$ cat src/usp_map.svh
// register offsets, field positions, reset values and timing counts of the serial port
`ifndef USP_MAP_SVH
`define USP_MAP_SVH

// register byte offsets on the bus
`define USP_OFF_CTRL      8'h00
`define USP_OFF_DATA      8'h04
`define USP_OFF_AUX       8'h08

// serial_control_reg fields
`define USP_CTRL_MODE_HI  7
`define USP_CTRL_MODE_LO  6
`define USP_CTRL_MPCHK    5
`define USP_CTRL_RXEN     4
`define USP_CTRL_TX9      3
`define USP_CTRL_RX9      2
`define USP_CTRL_TXDONE   1
`define USP_CTRL_RXDONE   0
`define USP_CTRL_RESET    8'h00

// serial_aux_status_reg fields
`define USP_AUX_DOUBLER   0
`define USP_AUX_OVERRUN   1
`define USP_AUX_IRQEN     2
`define USP_AUX_RESET     3'h0

// mode encodings
`define USP_MODE0         2'h0
`define USP_MODE1         2'h1
`define USP_MODE2         2'h2
`define USP_MODE3         2'h3

// mode 0: twelve system clocks per bit, clock low for the first six
`define USP_M0_LAST       4'hB
`define USP_M0_HALF       4'h6
// asynchronous modes: sixteen baud ticks per bit, sampled mid bit
`define USP_OS_LAST       4'hF
`define USP_OS_MID        4'h7
// last bit index of a frame
`define USP_IDX_M0        4'h7
`define USP_IDX_8BIT      4'h9
`define USP_IDX_9BIT      4'hA

`endif

$ cat src/usp_pkg.sv
// types shared by the serial port design
`default_nettype none

package usp_pkg;
    typedef enum logic [0:0] {
        USP_TX_IDLE,
        USP_TX_RUN
    } usp_tx_state_t;

    typedef enum logic [1:0] {
        USP_RX_IDLE,
        USP_RX_RUN,
        USP_RX_DONE
    } usp_rx_state_t;
endpackage

`default_nettype wire

$ cat src/usp_top.sv
// serial port with synchronous mode 0 and asynchronous modes 1 to 3 behind a wishbone slave
//
// Summary of operation
// - a finished byte is moved to a holding buffer; shifting in the next proceeds.
// - overrun flags when a new byte lands while the previous is still unread.
// - one data address: reads give the receive buffer, writes load transmit.
// - tx done is control bit 1, rx done is control bit 0.
// - done flags clear only by software writes, never by hardware.
// - mode 0 is synchronous, clock divided by 12, eight bits, no framing.
// - mode 1 is 8 data bits, start and stop, timer overflow baud.
// - mode 2 is 9 data bits, start and stop, clock divided by 32 or 64.
// - mode 3 is 9 data bits, start and stop, timer overflow baud.
// - mode 0 data is half duplex on the data pin, clock on the other.
// - mode 0 the port always drives the shift clock; the peer never does.
// - mode 0 a data write sends eight bits lsb first; tx done after bit eight.
// - mode 0 reception starts when receive enable is 1 and rx done is 0.
// - mode 0 rx done sets one cycle after bit eight; reception then waits.
// - an interrupt is requested when enabled and either done flag is set.
// - mode 0 the data pin is only ever pulled low, open drain.
// - async receive loads only if rx done is 0 and check bit rules pass.
// - async tx done sets at the start of the stop bit.
// - nine-bit modes send the tx ninth bit and store the received ninth bit.
// - mode 2 uses clock/32 with the doubler set, clock/64 otherwise.
//
// The Wishbone slave port and the register addresses were decided locally.
`timescale 1ns/100ps
`include "usp_map.svh"
`default_nettype none

module usp_top (
    // system
    input  wire logic        clk_i,
    input  wire logic        rst_i,
    // wishbone slave
    input  wire logic        wb_cyc_i,
    input  wire logic        wb_stb_i,
    input  wire logic        wb_we_i,
    input  wire logic [7:0]  wb_adr_i,
    input  wire logic [3:0]  wb_sel_i,
    input  wire logic [31:0] wb_dat_i,
    output logic      [31:0] wb_dat_o,
    output logic             wb_ack_o,
    // baud sources from timer overflows
    input  wire logic        tx_baud_tick_i,
    input  wire logic        rx_baud_tick_i,
    // serial_data_pin, open drain in mode 0
    input  wire logic        serial_data_pin_i,
    output logic             serial_data_pin_o,
    output logic             serial_data_pin_oe_n_o,
    // shift_clock_pin: mode 0 clock, async transmit line
    output logic             shift_clock_pin_o,
    // interrupt request
    output logic             irq_o
);

    // control and status state
    logic [1:0] mode;
    logic       multiproc_check_bit;
    logic       rx_enable_bit;
    logic       tx_ninth_bit;
    logic       rx_ninth_bit;
    logic       tx_done_flag;
    logic       rx_done_flag;
    logic       baud_doubler_bit;
    logic       overrun_flag;
    logic       irq_enable;
    logic       unread;
    logic [7:0] serial_data_buffer;
    logic [1:0] div_cnt;

    // engines
    usp_pkg::usp_tx_state_t tx_st;
    usp_pkg::usp_rx_state_t rx_st;
    logic [10:0] tx_sh;
    logic [3:0]  tx_cnt;
    logic [3:0]  tx_idx;
    logic [8:0]  rx_sh;
    logic [3:0]  rx_cnt;
    logic [3:0]  rx_idx;
    logic        rx_stop;

    // bus decode
    wire        acc     = wb_cyc_i & wb_stb_i & ~wb_ack_o;
    wire        wr      = acc & wb_we_i & wb_sel_i[0];
    wire        hit_ctl = wb_adr_i == `USP_OFF_CTRL;
    wire        hit_dat = wb_adr_i == `USP_OFF_DATA;
    wire        hit_aux = wb_adr_i == `USP_OFF_AUX;
    wire        ctrl_we = wr & hit_ctl;
    wire        data_we = wr & hit_dat;
    wire        data_rd = acc & ~wb_we_i & hit_dat;
    wire        aux_we  = wr & hit_aux;
    wire [7:0]  wd      = wb_dat_i[7:0];

    // read mux
    wire [7:0]  ctrl_rd = {mode, multiproc_check_bit, rx_enable_bit,
                           tx_ninth_bit, rx_ninth_bit, tx_done_flag, rx_done_flag};
    wire [2:0]  aux_rd  = {irq_enable, overrun_flag, baud_doubler_bit};
    wire [31:0] rd_mux  = hit_ctl ? {24'h0, ctrl_rd} :
                          hit_dat ? {24'h0, serial_data_buffer} :
                          hit_aux ? {29'h0, aux_rd} : 32'h0;

    // mode decode
    wire m0   = mode == `USP_MODE0;
    wire m1   = mode == `USP_MODE1;
    wire m2   = mode == `USP_MODE2;

    // fixed mode 2 baud, 16 ticks per bit
    // doubler picks every 2nd or every 4th clock for a tick
    wire m2_tick  = baud_doubler_bit ? div_cnt[0] : (div_cnt == 2'h3);
    // mode 1 and 3 ticks come from timer overflows
    // same timer source for nine-bit mode 3
    wire tx_tick  = m2 ? m2_tick : tx_baud_tick_i;
    wire rx_tick  = m2 ? m2_tick : rx_baud_tick_i;

    // transmit timing
    wire tx_run   = tx_st == usp_pkg::USP_TX_RUN;
    wire rx_run   = rx_st == usp_pkg::USP_RX_RUN;
    // mode 0 steps every clock, twelve per bit
    wire tx_adv   = m0 | tx_tick;
    wire [3:0] tx_len  = m0 ? `USP_M0_LAST : `USP_OS_LAST;
    wire [3:0] tx_last = m0 ? `USP_IDX_M0 : (m1 ? `USP_IDX_8BIT : `USP_IDX_9BIT);
    wire tx_bend  = tx_run & tx_adv & (tx_cnt == tx_len);
    wire tx_fin   = tx_bend & (tx_idx == tx_last);
    // half duplex, no transmit while a mode 0 receive runs
    wire tx_start = data_we & ~tx_run & ~(m0 & rx_run);
    // tx done after the eighth mode 0 bit
    // async tx done as the stop bit begins
    wire ti_set   = m0 ? tx_fin : (tx_bend & (tx_idx == tx_last - 4'h1));
    // ninth bit from tx_ninth_bit, frame lsb first after a start bit
    wire [10:0] tx_load = m0 ? {3'h7, wd} : {1'b1, (m1 ? 1'b1 : tx_ninth_bit), wd, 1'b0};

    // receive timing
    wire rx_adv   = m0 | rx_tick;
    wire [3:0] rx_len  = m0 ? `USP_M0_LAST : `USP_OS_LAST;
    wire [3:0] rx_smpc = m0 ? `USP_M0_LAST : `USP_OS_MID;
    wire [3:0] rx_last = m0 ? `USP_IDX_M0 : (m1 ? `USP_IDX_8BIT : `USP_IDX_9BIT);
    wire rx_smp   = rx_run & rx_adv & (rx_cnt == rx_smpc);
    wire rx_bend  = rx_run & rx_adv & (rx_cnt == rx_len);
    wire rx_lastb = rx_idx == rx_last;
    wire rx_false = ~m0 & (rx_idx == 4'h0) & serial_data_pin_i;
    wire rx_shift = m0 | ((rx_idx != 4'h0) & ~rx_lastb);
    // mode 0 reception needs enable set and rx done clear
    // held off while rx done stays set
    wire rx_m0_go = m0 & rx_enable_bit & ~rx_done_flag & ~tx_run & ~data_we;
    wire rx_as_go = ~m0 & rx_enable_bit & ~serial_data_pin_i;
    wire rx_start = (rx_st == usp_pkg::USP_RX_IDLE) & (rx_m0_go | rx_as_go);
    wire rx_evt   = rx_st == usp_pkg::USP_RX_DONE;
    wire [7:0] rx_byte = (m0 | m1) ? rx_sh[8:1] : rx_sh[7:0];
    wire rx_nine  = m1 ? rx_stop : rx_sh[8];
    // load only with rx done clear and the check bit satisfied
    wire rx_ok    = ~rx_done_flag & (m0 | ~multiproc_check_bit | rx_nine);
    wire load     = rx_evt & rx_ok;
    // overrun when a byte lands on an unread one
    wire ovr_set  = load & unread;

    // pin drive
    wire m0_tx    = m0 & tx_run;
    wire m0_rx    = m0 & rx_run;
    // mode 0 clock always generated here
    // clock idles high, low half then high half per bit
    wire next_sclk = m0 ? (m0_tx ? (tx_cnt >= `USP_M0_HALF) :
                           m0_rx ? (rx_cnt >= `USP_M0_HALF) : 1'b1) : tx_sh[0];
    // data pin only pulled low in mode 0
    wire next_oe_n = ~(m0_tx & ~tx_sh[0]);
    // request while enabled and a done flag is set
    wire next_irq  = irq_enable & (tx_done_flag | rx_done_flag);

    // bus answer: one cycle after the strobe, unmapped reads give zero
    always_ff @(posedge clk_i) begin
        if (rst_i) begin
            wb_ack_o <= 1'b0;
            wb_dat_o <= 32'h0;
        end else begin
            wb_ack_o <= acc;
            if (acc) begin
                wb_dat_o <= rd_mux;
            end
        end
    end

    // control register
    always_ff @(posedge clk_i) begin
        if (rst_i) begin
            {mode, multiproc_check_bit, rx_enable_bit, tx_ninth_bit} <= 5'h00;
        end else if (ctrl_we) begin
            mode                <= wd[`USP_CTRL_MODE_HI:`USP_CTRL_MODE_LO];
            multiproc_check_bit <= wd[`USP_CTRL_MPCHK];
            rx_enable_bit       <= wd[`USP_CTRL_RXEN];
            tx_ninth_bit        <= wd[`USP_CTRL_TX9];
        end
    end

    // done flags: hardware set beats a software clear
    always_ff @(posedge clk_i) begin
        if (rst_i) begin
            tx_done_flag <= 1'b0;
            rx_done_flag <= 1'b0;
        end else begin
            // tx done in bit 1, rx done in bit 0
            // only a software write clears either flag
            tx_done_flag <= ti_set | (ctrl_we ? wd[`USP_CTRL_TXDONE] : tx_done_flag);
            rx_done_flag <= load | (ctrl_we ? wd[`USP_CTRL_RXDONE] : rx_done_flag);
        end
    end

    // receive holding buffer and ninth bit
    always_ff @(posedge clk_i) begin
        if (rst_i) begin
            serial_data_buffer <= 8'h00;
            rx_ninth_bit       <= 1'b0;
        end else if (load) begin
            // completed byte parked apart from the shifter
            serial_data_buffer <= rx_byte;
            // received ninth bit (stop bit in mode 1)
            rx_ninth_bit       <= m0 ? rx_ninth_bit : rx_nine;
        end else if (ctrl_we) begin
            rx_ninth_bit       <= wd[`USP_CTRL_RX9];
        end
    end

    // auxiliary register, unread tracking and overrun
    always_ff @(posedge clk_i) begin
        if (rst_i) begin
            {irq_enable, overrun_flag, baud_doubler_bit} <= `USP_AUX_RESET;
            unread <= 1'b0;
        end else begin
            if (aux_we) begin
                baud_doubler_bit <= wd[`USP_AUX_DOUBLER];
                irq_enable       <= wd[`USP_AUX_IRQEN];
            end
            // sticky until software clears, storage goes ahead
            overrun_flag <= ovr_set | (aux_we ? wd[`USP_AUX_OVERRUN] : overrun_flag);
            unread       <= load | (unread & ~data_rd);
        end
    end

    // free divider for the mode 2 tick
    always_ff @(posedge clk_i) begin
        if (rst_i) begin
            div_cnt <= 2'h0;
        end else begin
            div_cnt <= div_cnt + 2'h1;
        end
    end

    // transmit engine, shared by mode 0 and the async modes
    always_ff @(posedge clk_i) begin
        if (rst_i) begin
            tx_st  <= usp_pkg::USP_TX_IDLE;
            tx_sh  <= 11'h7FF;
            tx_cnt <= 4'h0;
            tx_idx <= 4'h0;
        end else begin
            case (tx_st)
                usp_pkg::USP_TX_IDLE: begin
                    // a data write launches the frame
                    if (tx_start) begin
                        tx_sh  <= tx_load;
                        tx_cnt <= 4'h0;
                        tx_idx <= 4'h0;
                        tx_st  <= usp_pkg::USP_TX_RUN;
                    end
                end
                usp_pkg::USP_TX_RUN: begin
                    if (tx_adv) begin
                        if (tx_cnt == tx_len) begin
                            // bit changes only at the period boundary
                            tx_cnt <= 4'h0;
                            tx_sh  <= {1'b1, tx_sh[10:1]};
                            tx_idx <= tx_idx + 4'h1;
                            if (tx_fin) begin
                                tx_st <= usp_pkg::USP_TX_IDLE;
                            end
                        end else begin
                            tx_cnt <= tx_cnt + 4'h1;
                        end
                    end
                end
                default: begin
                    tx_st <= usp_pkg::USP_TX_IDLE;
                end
            endcase
        end
    end

    // receive engine
    always_ff @(posedge clk_i) begin
        if (rst_i) begin
            rx_st   <= usp_pkg::USP_RX_IDLE;
            rx_sh   <= 9'h000;
            rx_cnt  <= 4'h0;
            rx_idx  <= 4'h0;
            rx_stop <= 1'b0;
        end else begin
            case (rx_st)
                usp_pkg::USP_RX_IDLE: begin
                    if (rx_start) begin
                        rx_cnt <= 4'h0;
                        rx_idx <= 4'h0;
                        rx_st  <= usp_pkg::USP_RX_RUN;
                    end
                end
                usp_pkg::USP_RX_RUN: begin
                    if (rx_smp & rx_false) begin
                        // start bit gone high again: glitch, drop it
                        rx_st <= usp_pkg::USP_RX_IDLE;
                    end else if (rx_smp & rx_lastb) begin
                        // rx done follows one cycle after the last sample (the stop bit in the async modes)
                        if (m0) begin
                            rx_sh <= {serial_data_pin_i, rx_sh[8:1]};
                        end
                        rx_stop <= serial_data_pin_i;
                        rx_st   <= usp_pkg::USP_RX_DONE;
                    end else begin
                        if (rx_smp & rx_shift) begin
                            rx_sh <= {serial_data_pin_i, rx_sh[8:1]};
                        end
                        if (rx_adv) begin
                            rx_cnt <= rx_bend ? 4'h0 : rx_cnt + 4'h1;
                        end
                        if (rx_bend) begin
                            rx_idx <= rx_idx + 4'h1;
                        end
                    end
                end
                usp_pkg::USP_RX_DONE: begin
                    rx_st <= usp_pkg::USP_RX_IDLE;
                end
                default: begin
                    rx_st <= usp_pkg::USP_RX_IDLE;
                end
            endcase
        end
    end

    // registered pins and interrupt
    always_ff @(posedge clk_i) begin
        if (rst_i) begin
            shift_clock_pin_o      <= 1'b1;
            serial_data_pin_o      <= 1'b0;
            serial_data_pin_oe_n_o <= 1'b1;
            irq_o                  <= 1'b0;
        end else begin
            shift_clock_pin_o      <= next_sclk;
            serial_data_pin_o      <= 1'b0;
            serial_data_pin_oe_n_o <= next_oe_n;
            irq_o                  <= next_irq;
        end
    end

endmodule

`default_nettype wire

$ cat config.mk
export PLATFORM = sky130hd
export DESIGN_NAME = usp_top
export DESIGN_NICKNAME = d
export VERILOG_FILES = /design/src/usp_pkg.sv /design/src/usp_top.sv
export VERILOG_INCLUDE_DIRS = /design/src
export SDC_FILE = /design/constraint.sdc
export NUM_CORES = 1
export LEC_CHECK = 0
export ABC_AREA = 1
export BUFFER_PORTS_ARGS = -buffer_cell sky130_fd_sc_hd__buf_2
export CORE_MARGIN = 3
export CORE_UTILIZATION = 45
export CTS_CLUSTER_DIAMETER = 80
export DETAILED_ROUTE_END_ITERATION = 6
export GPL_ROUTABILITY_DRIVEN = 1
export MAX_ROUTING_LAYER = met4
export PLACE_DENSITY = 0.71
export SLEW_MARGIN = 40
export SYNTH_ARGS = -nofsm -noshare
export SYNTH_HDL_FRONTEND = slang
export SYNTH_SLANG_ARGS = --single-unit
$ cat constraint.sdc
create_clock -name clk_i -period 1.34 [get_ports clk_i]
set_clock_uncertainty 0.05 [all_clocks]
set_input_delay 0.067 -clock clk_i [delete_from_list [all_inputs] [get_ports clk_i]]
set_output_delay 0.067 -clock clk_i [all_outputs]
set_load 0.01 [all_outputs]
==> results of run 1 <==
[cell type report]
class | instances | area [um2]
fillers | 628 | 2791
multi-input cells | 406 | 2386
flip-flops and latches | 73 | 1476
repair buffers | 137 | 1072
inverters | 56 | 246.5
clock buffers | 11 | 151.4
well taps | 105 | 131.4
clock inverters | 4 | 76.32
repair inverters | 1 | 8.758
[layout by cell type, fill, tap and decap left out, drive strengths merged]
cell,netlist,final
conb,1,25
bufinv,0,2
nor3,7,7
o41ai,1,1
ha,8,8
xnor2,2,2
o31ai,1,1
a31oi,12,12
nand3b,4,4
nor2,73,73
buf,35,128
clkinv,2,4
nand4,4,4
xor2,7,7
clkbuf,9,12
nand2,130,132
o21ai,45,45
dfxtp,73,73
inv,54,53
o221ai,3,3
or2,1,1
clkinvlp,0,2
a21oi,36,36
and3,1,1
o211ai,15,15
nand3,29,29
dlygate4sd3,0,8
[kinds of logic after synthesis]
kind of cell | Yosys count
AND/OR/NAND/NOR | 249
adder cells (fa/ha/maj) | 8
AO/OA/AOI/OAI | 113
buffers and inverters | 100
XOR/XNOR | 9
flip-flops | 73
other | 1
[power by group]
part / total [mW] / internal, mW / leakage, nW / switching, mW
clock network: 2.01 / 1.14 / 0.112 / 0.871
registers: 2.21 / 2.19 / 0.594 / 0.0176
logic: 0.391 / 0.161 / 1.76 / 0.230
[synthesized netlist by cell type (8+ instances only)]
| cell | count |
|---|---|
| nand2_1 | 121 |
| dfxtp_1 | 73 |
| nor2_1 | 65 |
| inv_1 | 48 |
| a21oi_1 | 36 |
| o21ai_0 | 33 |
| buf_4 | 26 |
| nand3_1 | 26 |
| o211ai_1 | 15 |
| a31oi_1 | 12 |
| o21ai_1 | 11 |
| clkbuf_1 | 9 |
| ha_1 | 8 |
[registers in the layout (all words and copies together) (netlist names), 2 cells and up]
| name | cells |
|---|---|
| rx_st | 2 |
| serial_data_buffer | 8 |
| tx_cnt | 4 |
| rx_cnt | 4 |
| rx_idx | 4 |
| tx_idx | 4 |
| rx_sh | 9 |
| wb_dat_o | 8 |
| mode | 2 |
| tx_sh | 10 |
| div_cnt | 2 |
[per-layer routing]
| metal | vias up | share of wire, % | GRT usage (%) |
|---|---|---|---|
| met3 | 35 | 6.5 | 5.259 |
| met2 | 168 | 49 | 39.10 |
| met4 | 0 | 2.7 | 8.613 |
| met5 | - | 0 | - |
| met1 | 2002 | 42 | 29.35 |
| li1 | 2029 | - | - |
[critical path: stages (launching register included)]
cell and delay [ns]:
dfxtp_4 0.37, buf_4 0.14, nand2_4 0.10, xor2_1 0.19, nand3b_1 0.21, nand2_2 0.20, nand2_4 0.11, nand2_4 0.09
o21ai_1 0.07, nor2_1 0.11
[how the worst max path moves through the flow]
| stage | start | end | slack, ns | cells past startpoint |
|---|---|---|---|---|
| 5_1_grt | mode[0]$_SDFFE_PP0P_ | rx_sh[4]$_SDFFE_PP0P_ | -0.46 | 9 |
| 3_3_place_gp | div_cnt[0]$_SDFF_PP0_ | tx_idx[1]$_SDFFE_PP0P_ | -0.27 | 10 |
| 3_5_place_dp | div_cnt[0]$_SDFF_PP0_ | tx_idx[1]$_SDFFE_PP0P_ | -0.31 | 10 |
| 4_1_cts | mode[0]$_SDFFE_PP0P_ | rx_cnt[1]$_SDFFE_PP0P_ | -0.26 | 11 |
| 6_report | mode[0]$_SDFFE_PP0P_ | rx_sh[4]$_SDFFE_PP0P_ | -0.37 | 9 |
| 2_1_floorplan | mode[1]$_SDFFE_PP0P_ | rx_sh[1]$_SDFFE_PP0P_ | -0.10 | 11 |
[per-stage QoR]
step                      hold WS, ns  cell area (um2)  utilization [%]  std cells
final                         0.05188             5549            66.53        793
after global routing          0.05233             5549            66.53        793
after CTS                     0.01781             5313            63.70        787
after detailed placement       0.3054             4619            55.39        750
after global placement         0.3039             4619            55.39        750
after floorplan               0.08641             4030                -        577
[what timing repair did]
action,CTS,global route
hold buffers,8,0
endpoints found under the hold margin,8,0
gates cloned,3,1
gates resized for setup,84,48
setup buffers,12,5
endpoints found under the setup margin,57,68
pin swaps,31,15
==> out/summary.txt, run 1 <==
Status -> finished with violations
Failing checks -> setup timing
Worst setup EP type -> flip-flop
Maximum clock path buffer count -> 2
Seq cells post-synth -> 73
Setup ws final -> -0.3663 ns
Slew Limit Fails -> 0
Number of global-route vias before repair -> 3944
Ys flop type -> dfxtp_1
Placement row count -> 33
Synth top area share -> 37.41%
Ranking of synthesized cells by area -> dfxtp_1 (37%), nand2_1 (12%), nor2_1 (6.2%), buf_4 (5.0%), a21oi_1 (4.6%)
Max cap viols -> 0
Crit path max fanout -> 6
Setup Slack @ Placement -> -0.3132 ns
GPL Wtd Cong -> 0.8847
Synth Area in Adders -> 2.562%
RR Endpoint -> rx_sh[4]$_SDFFE_PP0P_
Unrepaired setup endpoints after global routing -> true
CTS buffer count -> 9
Routed wire length -> 12.25 mm
Routed Antenna Nets -> 0
Worst hold path type -> primary input to flip-flop
Post-synthesis sequential area ratio -> 37.41%
Post-Synth XOR/XNOR Area -> 2.018%
Number of remaining DRC errors -> 0
Max H-tree Level -> 3
Leak -> 2.469 nW
First-pass GRT wire length -> 18.47 mm
Fin. Hold Viols -> 0
Initial DRC count -> 210
Cells on worst reg2reg path -> 9
Full die area -> 0.009835 mm2
Tot Pwr -> 4.614 mW
Post-detail-place hpwl -> 7.351 mm
Asr flop ratio synth -> 0%
Cells after Synth -> 553
VDD IR max -> 747.3 uV
# setup viols final -> 64
Final min period -> 1.706 ns
Clock Latency Late Sink -> 0.36 ns
Critical path type -> flip-flop to flip-flop
Worst hold path depth -> 5
Worst R2R Start -> mode[0]$_SDFFE_PP0P_
Clock sinks -> 73
Die Span X -> 99.17 um
Synthesis Warnings -> 0
Final #Nets -> 744
First drt pass iteration count -> 5
Post-synthesis mux area share -> 0%
WHS Endpoint -> tx_done_flag$_SDFF_PP0_
Total GRT Usage -> 24.01%
Critical Path AT -> 1.96 ns
Number of flops mapped to enable cells by yosys -> 0
Antenna cells -> 0
Via count -> 4234
Fmax -> 0.5861 GHz
Synth Area in Compound Gates -> 16.72%
Cell Area, Synth -> 0.003906 mm2
Port buffer count -> 36
Netlist cell types -> 38
Period utilisation layout -> 127.3%
Share of cells above drive strength 1 -> 35.90%
Worst setup SP type -> flip-flop
Root buffer cell -> clkbuf_8
Setup TNS -> -14.91 ns
Simple-Gate Fraction of Synth Area -> 28.12%
WP data required -> 1.59 ns
Initial Utilization -> 46.83%
Die H -> 99.17 um
Initial antenna violation count -> 0
PwrDens -> 831.5 mW/mm2
Wire length per cell -> 15.45 um
Synth Area per Inst -> 7.064 um2
Setup slack, reg-to-reg -> -0.37 ns
Largest net degree at the start of global routing -> 58
TritonCTS clock tree -> built
Combinational family with the most area after synthesis -> simple AND/OR/NAND/NOR gates
Remaining global-route overflow -> 0
Hold Crit Start -> wb_dat_i[1]
Avg Vias per Cell -> 5.339
P&R area growth vs syn -> 42.06%
Reg clk slew, reported paths -> 0.08 ns
Most area-hungry cell type in the Yosys netlist -> dfxtp_1
Core footprint -> 0.008341 mm2
I/O pin cnt -> 89
(Power assumes the default switching activity.)
==> run 2: changes to the inputs <==
--- a/config.mk
+++ b/config.mk
@@ -13,6 +13,7 @@
 export CTS_CLUSTER_DIAMETER = 80
 export DETAILED_ROUTE_END_ITERATION = 6
 export GPL_ROUTABILITY_DRIVEN = 1
+export HOLD_SLACK_MARGIN = 0.08
 export MAX_ROUTING_LAYER = met4
 export PLACE_DENSITY = 0.71
 export SLEW_MARGIN = 40
==> run 2 against run 1 <==
The run still ends with setup timing left. Final cell count grew 0.13%. Utilization fell by 0.17 points. Sequential power barely moved. First-iteration DRC count rose by 10%. Clock power hardly changed. Combinational power is 1% lower. Critical path depth increased by 2. Largest power group unchanged.
==> out/summary.txt, run 2 (synthesized netlist as in run 1, its figures left out) <==
Total GRT Usage -> 24.32% (+0.31 points)
Antenna cells -> 0 (unchanged)
First-pass GRT wire length -> 18.66 mm (+1.0%)
Non-filler cells, final -> 794 (+0.13%)
Root buffer cell -> clkbuf_8
P&R area growth vs syn -> 41.70%
WP data required -> 1.56 ns (-0.03 ns)
Most common cell after layout, fill and taps aside -> nand2_1
Clock share of power -> 43.7% (about the same)
Number of remaining DRC errors -> 0 (unchanged)
Fmax -> 0.5804 GHz (-0.96%)
Worst setup SP type -> flip-flop
Port buffer count -> 36 (unchanged)
CTS buffer count -> 9 (unchanged)
# setup viols final -> 57 (-11%)
Clock Latency Late Sink -> 0.36 ns (about the same)
First drt pass iteration count -> 7 (+2)
Critical path type -> flip-flop to flip-flop
Filler cells -> 623 (-0.80%)
Worst hold path depth -> 6 (+1)
Worst path max stage delay -> 0.38 ns (about the same)
Period utilisation layout -> 128.6% (+1.2 points)
Largest net degree at the start of global routing -> 58 (unchanged)
Area occupied by registers -> 0.001478 mm2 (about the same)
Crit path max fanout -> 5 (-1)
Initial DRC count -> 232 (+10%)
Worst setup EP type -> flip-flop
VDD IR max -> 769.1 uV (+2.9%)
Seq pwr share -> 47.9% (about the same)
Failing checks -> setup timing
Placement row count -> 33 (unchanged)
Full die area -> 0.009835 mm2 (unchanged)
Initial Utilization -> 46.83% (unchanged)
Setup ws final -> -0.3829 ns (-0.01654 ns)
Clock sinks -> 73 (unchanged)
Number of global-route vias before repair -> 3936 (-0.20%)
Routed Antenna Nets -> 0 (unchanged)
Placed Cells -> 750 (unchanged)
Net Sw Power -> 1.123 mW (+0.37%)
Fin util -> 66.37% (-0.17 points)
I/O pin cnt -> 89 (unchanged)
Setup TNS -> -14.76 ns (+0.1551 ns)
Remaining global-route overflow -> 0 (unchanged)
Cells on worst reg2reg path -> 11 (+2)
Largest regs -> tx_sh: 10 flops, rx_sh: 9 flops
Status -> finished with violations
Post-detail-place hpwl -> 7.351 mm (unchanged)
Critical Path AT -> 1.94 ns (-0.02 ns)
Logic pwr share -> 8.4% (about the same)
Sw Ratio -> 24.34% (+0.091 points)
Die H -> 99.17 um (unchanged)
Maximum clock path buffer count -> 2 (unchanged)
Worst hold path type -> primary input to flip-flop
Setup slack, reg-to-reg -> -0.38 ns (-0.02 ns)
Reg with most FFs -> tx_sh
Share of cells above drive strength 1 -> 36.43% (+0.53 points)
Core footprint -> 0.008341 mm2 (unchanged)
Unrepaired setup endpoints after global routing -> true
Final min period -> 1.723 ns (+0.01654 ns)
Initial antenna violation count -> 0 (unchanged)
Max reg flops -> 10 (unchanged)
Int Pwr -> 3.491 mW (-0.13%)
Fin. Hold Viols -> 0 (unchanged)
Worst path slowest cell -> dfxtp_4
Final #Nets -> 745 (+0.13%)
Wire length per cell -> 15.36 um (-0.56%)
Reg clk slew, reported paths -> 0.08 ns (about the same)
Routed wire length -> 12.20 mm (-0.43%)
Multi-input gate area -> 0.002380 mm2 (-0.26%)
Most frequent cells in the layout -> nand2_1 (92), buf_4 (71), dfxtp_1 (64), nor2_1 (57), inv_1 (41)
Avg Vias per Cell -> 5.307 (-0.60%)
PwrDens -> 833.5 mW/mm2 (+0.24%)
Max cap viols -> 0 (unchanged)
GPL Wtd Cong -> 0.8847 (unchanged)
Via count -> 4214 (-0.47%)
Die Span X -> 99.17 um (unchanged)
TritonCTS clock tree -> built
Max H-tree Level -> 3 (unchanged)
Leak -> 2.528 nW (+2.4%)
CP Cell Sequence -> nor2_4 > buf_6 > nand2_4 > nor3_2 > nand2_1 > nand3_2 > inv_2 > nor2_4 > nand2_4 > nor2_2 > nor2_1
Slew Limit Fails -> 0 (unchanged)
-- run 2: cell count changes in the layout (fill, tap and decap cells not counted), sizes merged --
cell         change
dlygate4sd3      +3
clkbuf           -1
buf              -1
-- run 2: cell type report --
class                   count  area share [%]
repair buffers            138           19.26
repair inverters            1          0.1582
clock buffers              11           2.735
inverters                  56           4.408
well taps                 105           2.373
flip-flops and latches     73           26.70
clock inverters             4           1.379
multi-input cells         406           42.99
-- run 2: what timing repair did --
action | CTS | global route
pin swaps | 31 | 19
setup buffers | 12 | 4
cloned | 3 | 0
endpoints found under the hold margin | 16 | 0
resized for setup | 84 | 54
hold buffers | 11 | 0
endpoints found under the setup margin | 57 | 68
-- run 2: final timing paths --
kind	start	end
max	mode[0]$_SDFFE_PP0P_	rx_cnt[1]$_SDFFE_PP0P_
min	wb_adr_i[0]	unread$_SDFF_PP0_
min reg2reg	rx_sh[0]$_SDFFE_PP0P_	rx_sh[0]$_SDFFE_PP0P_
max reg2reg	mode[0]$_SDFFE_PP0P_	rx_cnt[1]$_SDFFE_PP0P_
-- run 2: per-stage QoR --
stage | hold slack, ns | area, um2 | power (mW) | setup WS (ns)
floorplan | 0.08641 | 4030 | 2.488 | -0.1013
global placement | 0.3039 | 4619 | 2.563 | -0.2726
detailed placement | 0.3054 | 4619 | 2.570 | -0.3132
CTS | 0.1753 | 5343 | 4.586 | -0.2612
global route | 0.2040 | 5535 | 4.767 | -0.4761
finish | 0.1953 | 5535 | 4.614 | -0.3829
-- run 2: power by group through the flow --
stage / combinational, mW / sequential (mW) / clock, mW
floorplan: 0.221 / 2.27 / 0
global placement: 0.305 / 2.26 / 0
detailed placement: 0.310 / 2.26 / 0
CTS: 0.357 / 2.20 / 2.02
global route: 0.428 / 2.21 / 2.13
finish: 0.387 / 2.21 / 2.02
-- run 2: worst max-delay path: cells and delay by family, from the launching register on --
kind / cells / cell delay [ns]
AND/OR/NAND/NOR: 9 / 1.00
buffers and inverters: 2 / 0.18
flip-flops: 1 / 0.38
-- run 2: routing by layer --
layer  share of wire, %  wire length (um)  up-vias  global-route usage (%)
met1                 43              5184     2006                   30.06
li1                   -                 -     2028                       -
met3                5.4               663       31                   5.049
met2                 50              6090      149                   39.93
met4                2.1               257        0                   7.668
met5                  0                 0        -                       -
==> run 3: changes to the inputs <==
--- a/config.mk
+++ b/config.mk
@@ -8,7 +8,7 @@
 export LEC_CHECK = 0
 export ABC_AREA = 1
 export BUFFER_PORTS_ARGS = -buffer_cell sky130_fd_sc_hd__buf_2
-export CORE_MARGIN = 3
+export CORE_MARGIN = 2
 export CORE_UTILIZATION = 45
 export CTS_CLUSTER_DIAMETER = 80
 export DETAILED_ROUTE_END_ITERATION = 6
==> run 3 against run 2 <==
The flow still finishes with violations (setup timing). Wire length increased by 2.3%. Setup slack worse by 0.039 ns. Count of clock-buffer cells in the layout fell by 2. Total power increased by 3.5%. Critical path depth is 2 higher. Global-route usage decreased by 0.51 points. Die area is 4.0% lower. Non-clock buffer count rose by 7. Utilization is 2.0 points higher. Sequential share of layout area fell by 0.66 points. Design area grew 2.6%. Fmax shrank 2.2%. Critical endpoint is now rx_idx[1]$_SDFFE_PP0P_. Largest power group unchanged.
==> out/summary.txt, run 3 (synthesized netlist as in run 1, its figures left out) <==
Status -> finished with violations
Failing checks -> setup timing
TritonCTS clock tree -> built
Most frequent cells in the layout -> nand2_1 (97), buf_4 (73), dfxtp_1 (64), nor2_1 (55), inv_1 (40)
Filler cells -> 600 (-3.7%)
Largest net degree at the start of global routing -> 58 (unchanged)
Crit path max fanout -> 6 (+1)
CP Launch Point -> mode[1]$_SDFFE_PP0P_
Placed Cells -> 749 (-0.13%)
Design Area, Final -> 0.005677 mm2 (+2.6%)
Unrepaired setup endpoints after global routing -> true
Worst R2R Start -> mode[1]$_SDFFE_PP0P_
Initial antenna violation count -> 0 (unchanged)
CTS buffer count -> 9 (unchanged)
Reg with most FFs -> tx_sh
Max H-tree Level -> 3 (unchanged)
Setup ws final -> -0.4218 ns (-0.03898 ns)
Routed wire length -> 12.47 mm (+2.3%)
Total GRT Usage -> 23.80% (-0.51 points)
Fin util -> 68.40% (+2.0 points)
PwrDens -> 841.4 mW/mm2 (+0.95%)
Worst setup EP type -> flip-flop
Maximum clock path buffer count -> 2 (unchanged)
Worst hold slack -> 0.2019 ns (+0.006615 ns)
Number of global-route vias before repair -> 3907 (-0.74%)
Critical path type -> flip-flop to flip-flop
Non-filler cells, final -> 802 (+1.0%)
Fin. Hold Viols -> 0 (unchanged)
Fmax -> 0.5676 GHz (-2.2%)
First-pass GRT wire length -> 18.02 mm (-3.4%)
Final min period -> 1.762 ns (+0.03898 ns)
Worst setup SP type -> flip-flop
Reg clk slew, reported paths -> 0.08 ns (about the same)
Most common cell after layout, fill and taps aside -> nand2_1
Share of cells above drive strength 1 -> 37.88% (+1.4 points)
Critical Path AT -> 1.99 ns (+0.05 ns)
Avg Vias per Cell -> 5.338 (+0.58%)
Max cap viols -> 0 (unchanged)
Final #Nets -> 752 (+0.94%)
Slew Limit Fails -> 0 (unchanged)
Remaining global-route overflow -> 0 (unchanged)
Via count -> 4281 (+1.6%)
Leak -> 2.496 nW (-1.3%)
Clock sinks -> 73 (unchanged)
Number of remaining DRC errors -> 0 (unchanged)
Antenna cells -> 0 (unchanged)
Hold Crit Start -> wb_adr_i[0]
Clock Latency Late Sink -> 0.35 ns (about the same)
Initial Utilization -> 47.07% (+0.23 points)
Core footprint -> 0.008299 mm2 (-0.50%)
Post-Place Cell Area -> 0.004612 mm2 (-0.16%)
First drt pass iteration count -> 5 (-2)
Port buffer count -> 36 (unchanged)
I/O pin cnt -> 89 (unchanged)
Max reg flops -> 10 (unchanged)
Period utilisation layout -> 131.5% (+2.9 points)
Post-detail-place hpwl -> 7.110 mm (-3.3%)
Placement row count -> 33 (unchanged)
Die H -> 97.17 um (-2.0%)
WP data required -> 1.57 ns (about the same)
Wire length per cell -> 15.55 um (+1.3%)
P&R area growth vs syn -> 45.32%
Full die area -> 0.009442 mm2 (-4.0%)
Initial DRC count -> 242 (+4.3%)
Die Span X -> 97.17 um (-2.0%)
Tot Pwr -> 4.776 mW (+3.5%)
VDD IR max -> 797.2 uV (+3.7%)
Largest regs -> tx_sh: 10 flops, rx_sh: 9 flops
GPL Wtd Cong -> 0.9156 (+3.5%)
Root buffer cell -> clkbuf_8
Worst hold path type -> primary input to flip-flop
# setup viols final -> 59 (+3.5%)
Routed Antenna Nets -> 0 (unchanged)
==> run 3: metal layers <==
layer	up-vias	global-route usage [%]	share of wire, %
li1	2036	-	-
met1	2001	29.45	40
met2	188	38.68	49
met3	56	4.604	6.1
met4	0	8.884	4.4
met5	-	-	0
==> run 3: through the flow <==
stage	TNS [ns]	worst slack (ns)
after floorplan	-2.359	-0.1013
after global placement	-11.75	-0.2942
after detailed placement	-13.77	-0.3605
after CTS	-12.56	-0.3068
after global routing	-21.18	-0.5724
final	-16.13	-0.4218
==> run 3: worst paths after layout <==
path	cells after the start	end	slack, ns
max	13	rx_idx[1]$_SDFFE_PP0P_	-0.42
min	6	unread$_SDFF_PP0_	0.20
max reg2reg	13	rx_idx[1]$_SDFFE_PP0P_	-0.42
min reg2reg	2	tx_sh[6]$_SDFFE_PP1P_	0.42
==> run 3: critical path: stages, from the launching register on <==
cell and delay [ns]:
dfxtp_4 0.39, inv_4 0.13, nand2_8 0.10, nand2_1 0.08, nand3_2 0.11, nor2_2 0.14, nand2_1 0.07, nand2_1 0.11
inv_2 0.08, nor2_4 0.12, nand2_4 0.08, nand2_2 0.06, nand2_1 0.06, nor2_1 0.12
==> run 3: timing repair <==
action | CTS | global route
gates resized for setup | 98 | 52
buffers inserted | 11 | 10
pin swaps | 37 | 17
cloned | 4 | 1
setup endpoints to repair | 57 | 67
hold buffers | 11 | 0
hold endpoints to repair | 21 | 0
==> run 3: power breakdown <==
part | leakage [nW] | internal, mW | switching, mW
sequential | 0.595 | 2.19 | 0.0172
combinational | 1.78 | 0.168 | 0.237
clock | 0.122 | 1.26 | 0.905
total | 2.50 | 3.62 | 1.16
==> run 3: cell type report <==
type | count | area (um2) | area share [%]
timing repair buffer | 145 | 1135 | 19.99
multi-input combinational | 406 | 2430 | 42.80
clock inverter | 7 | 126.4 | 2.226
timing repair inverter | 1 | 8.758 | 0.1543
inverter | 56 | 244.0 | 4.298
sequential | 73 | 1478 | 26.03
tap | 105 | 131.4 | 2.314
clock buffer | 9 | 123.9 | 2.182
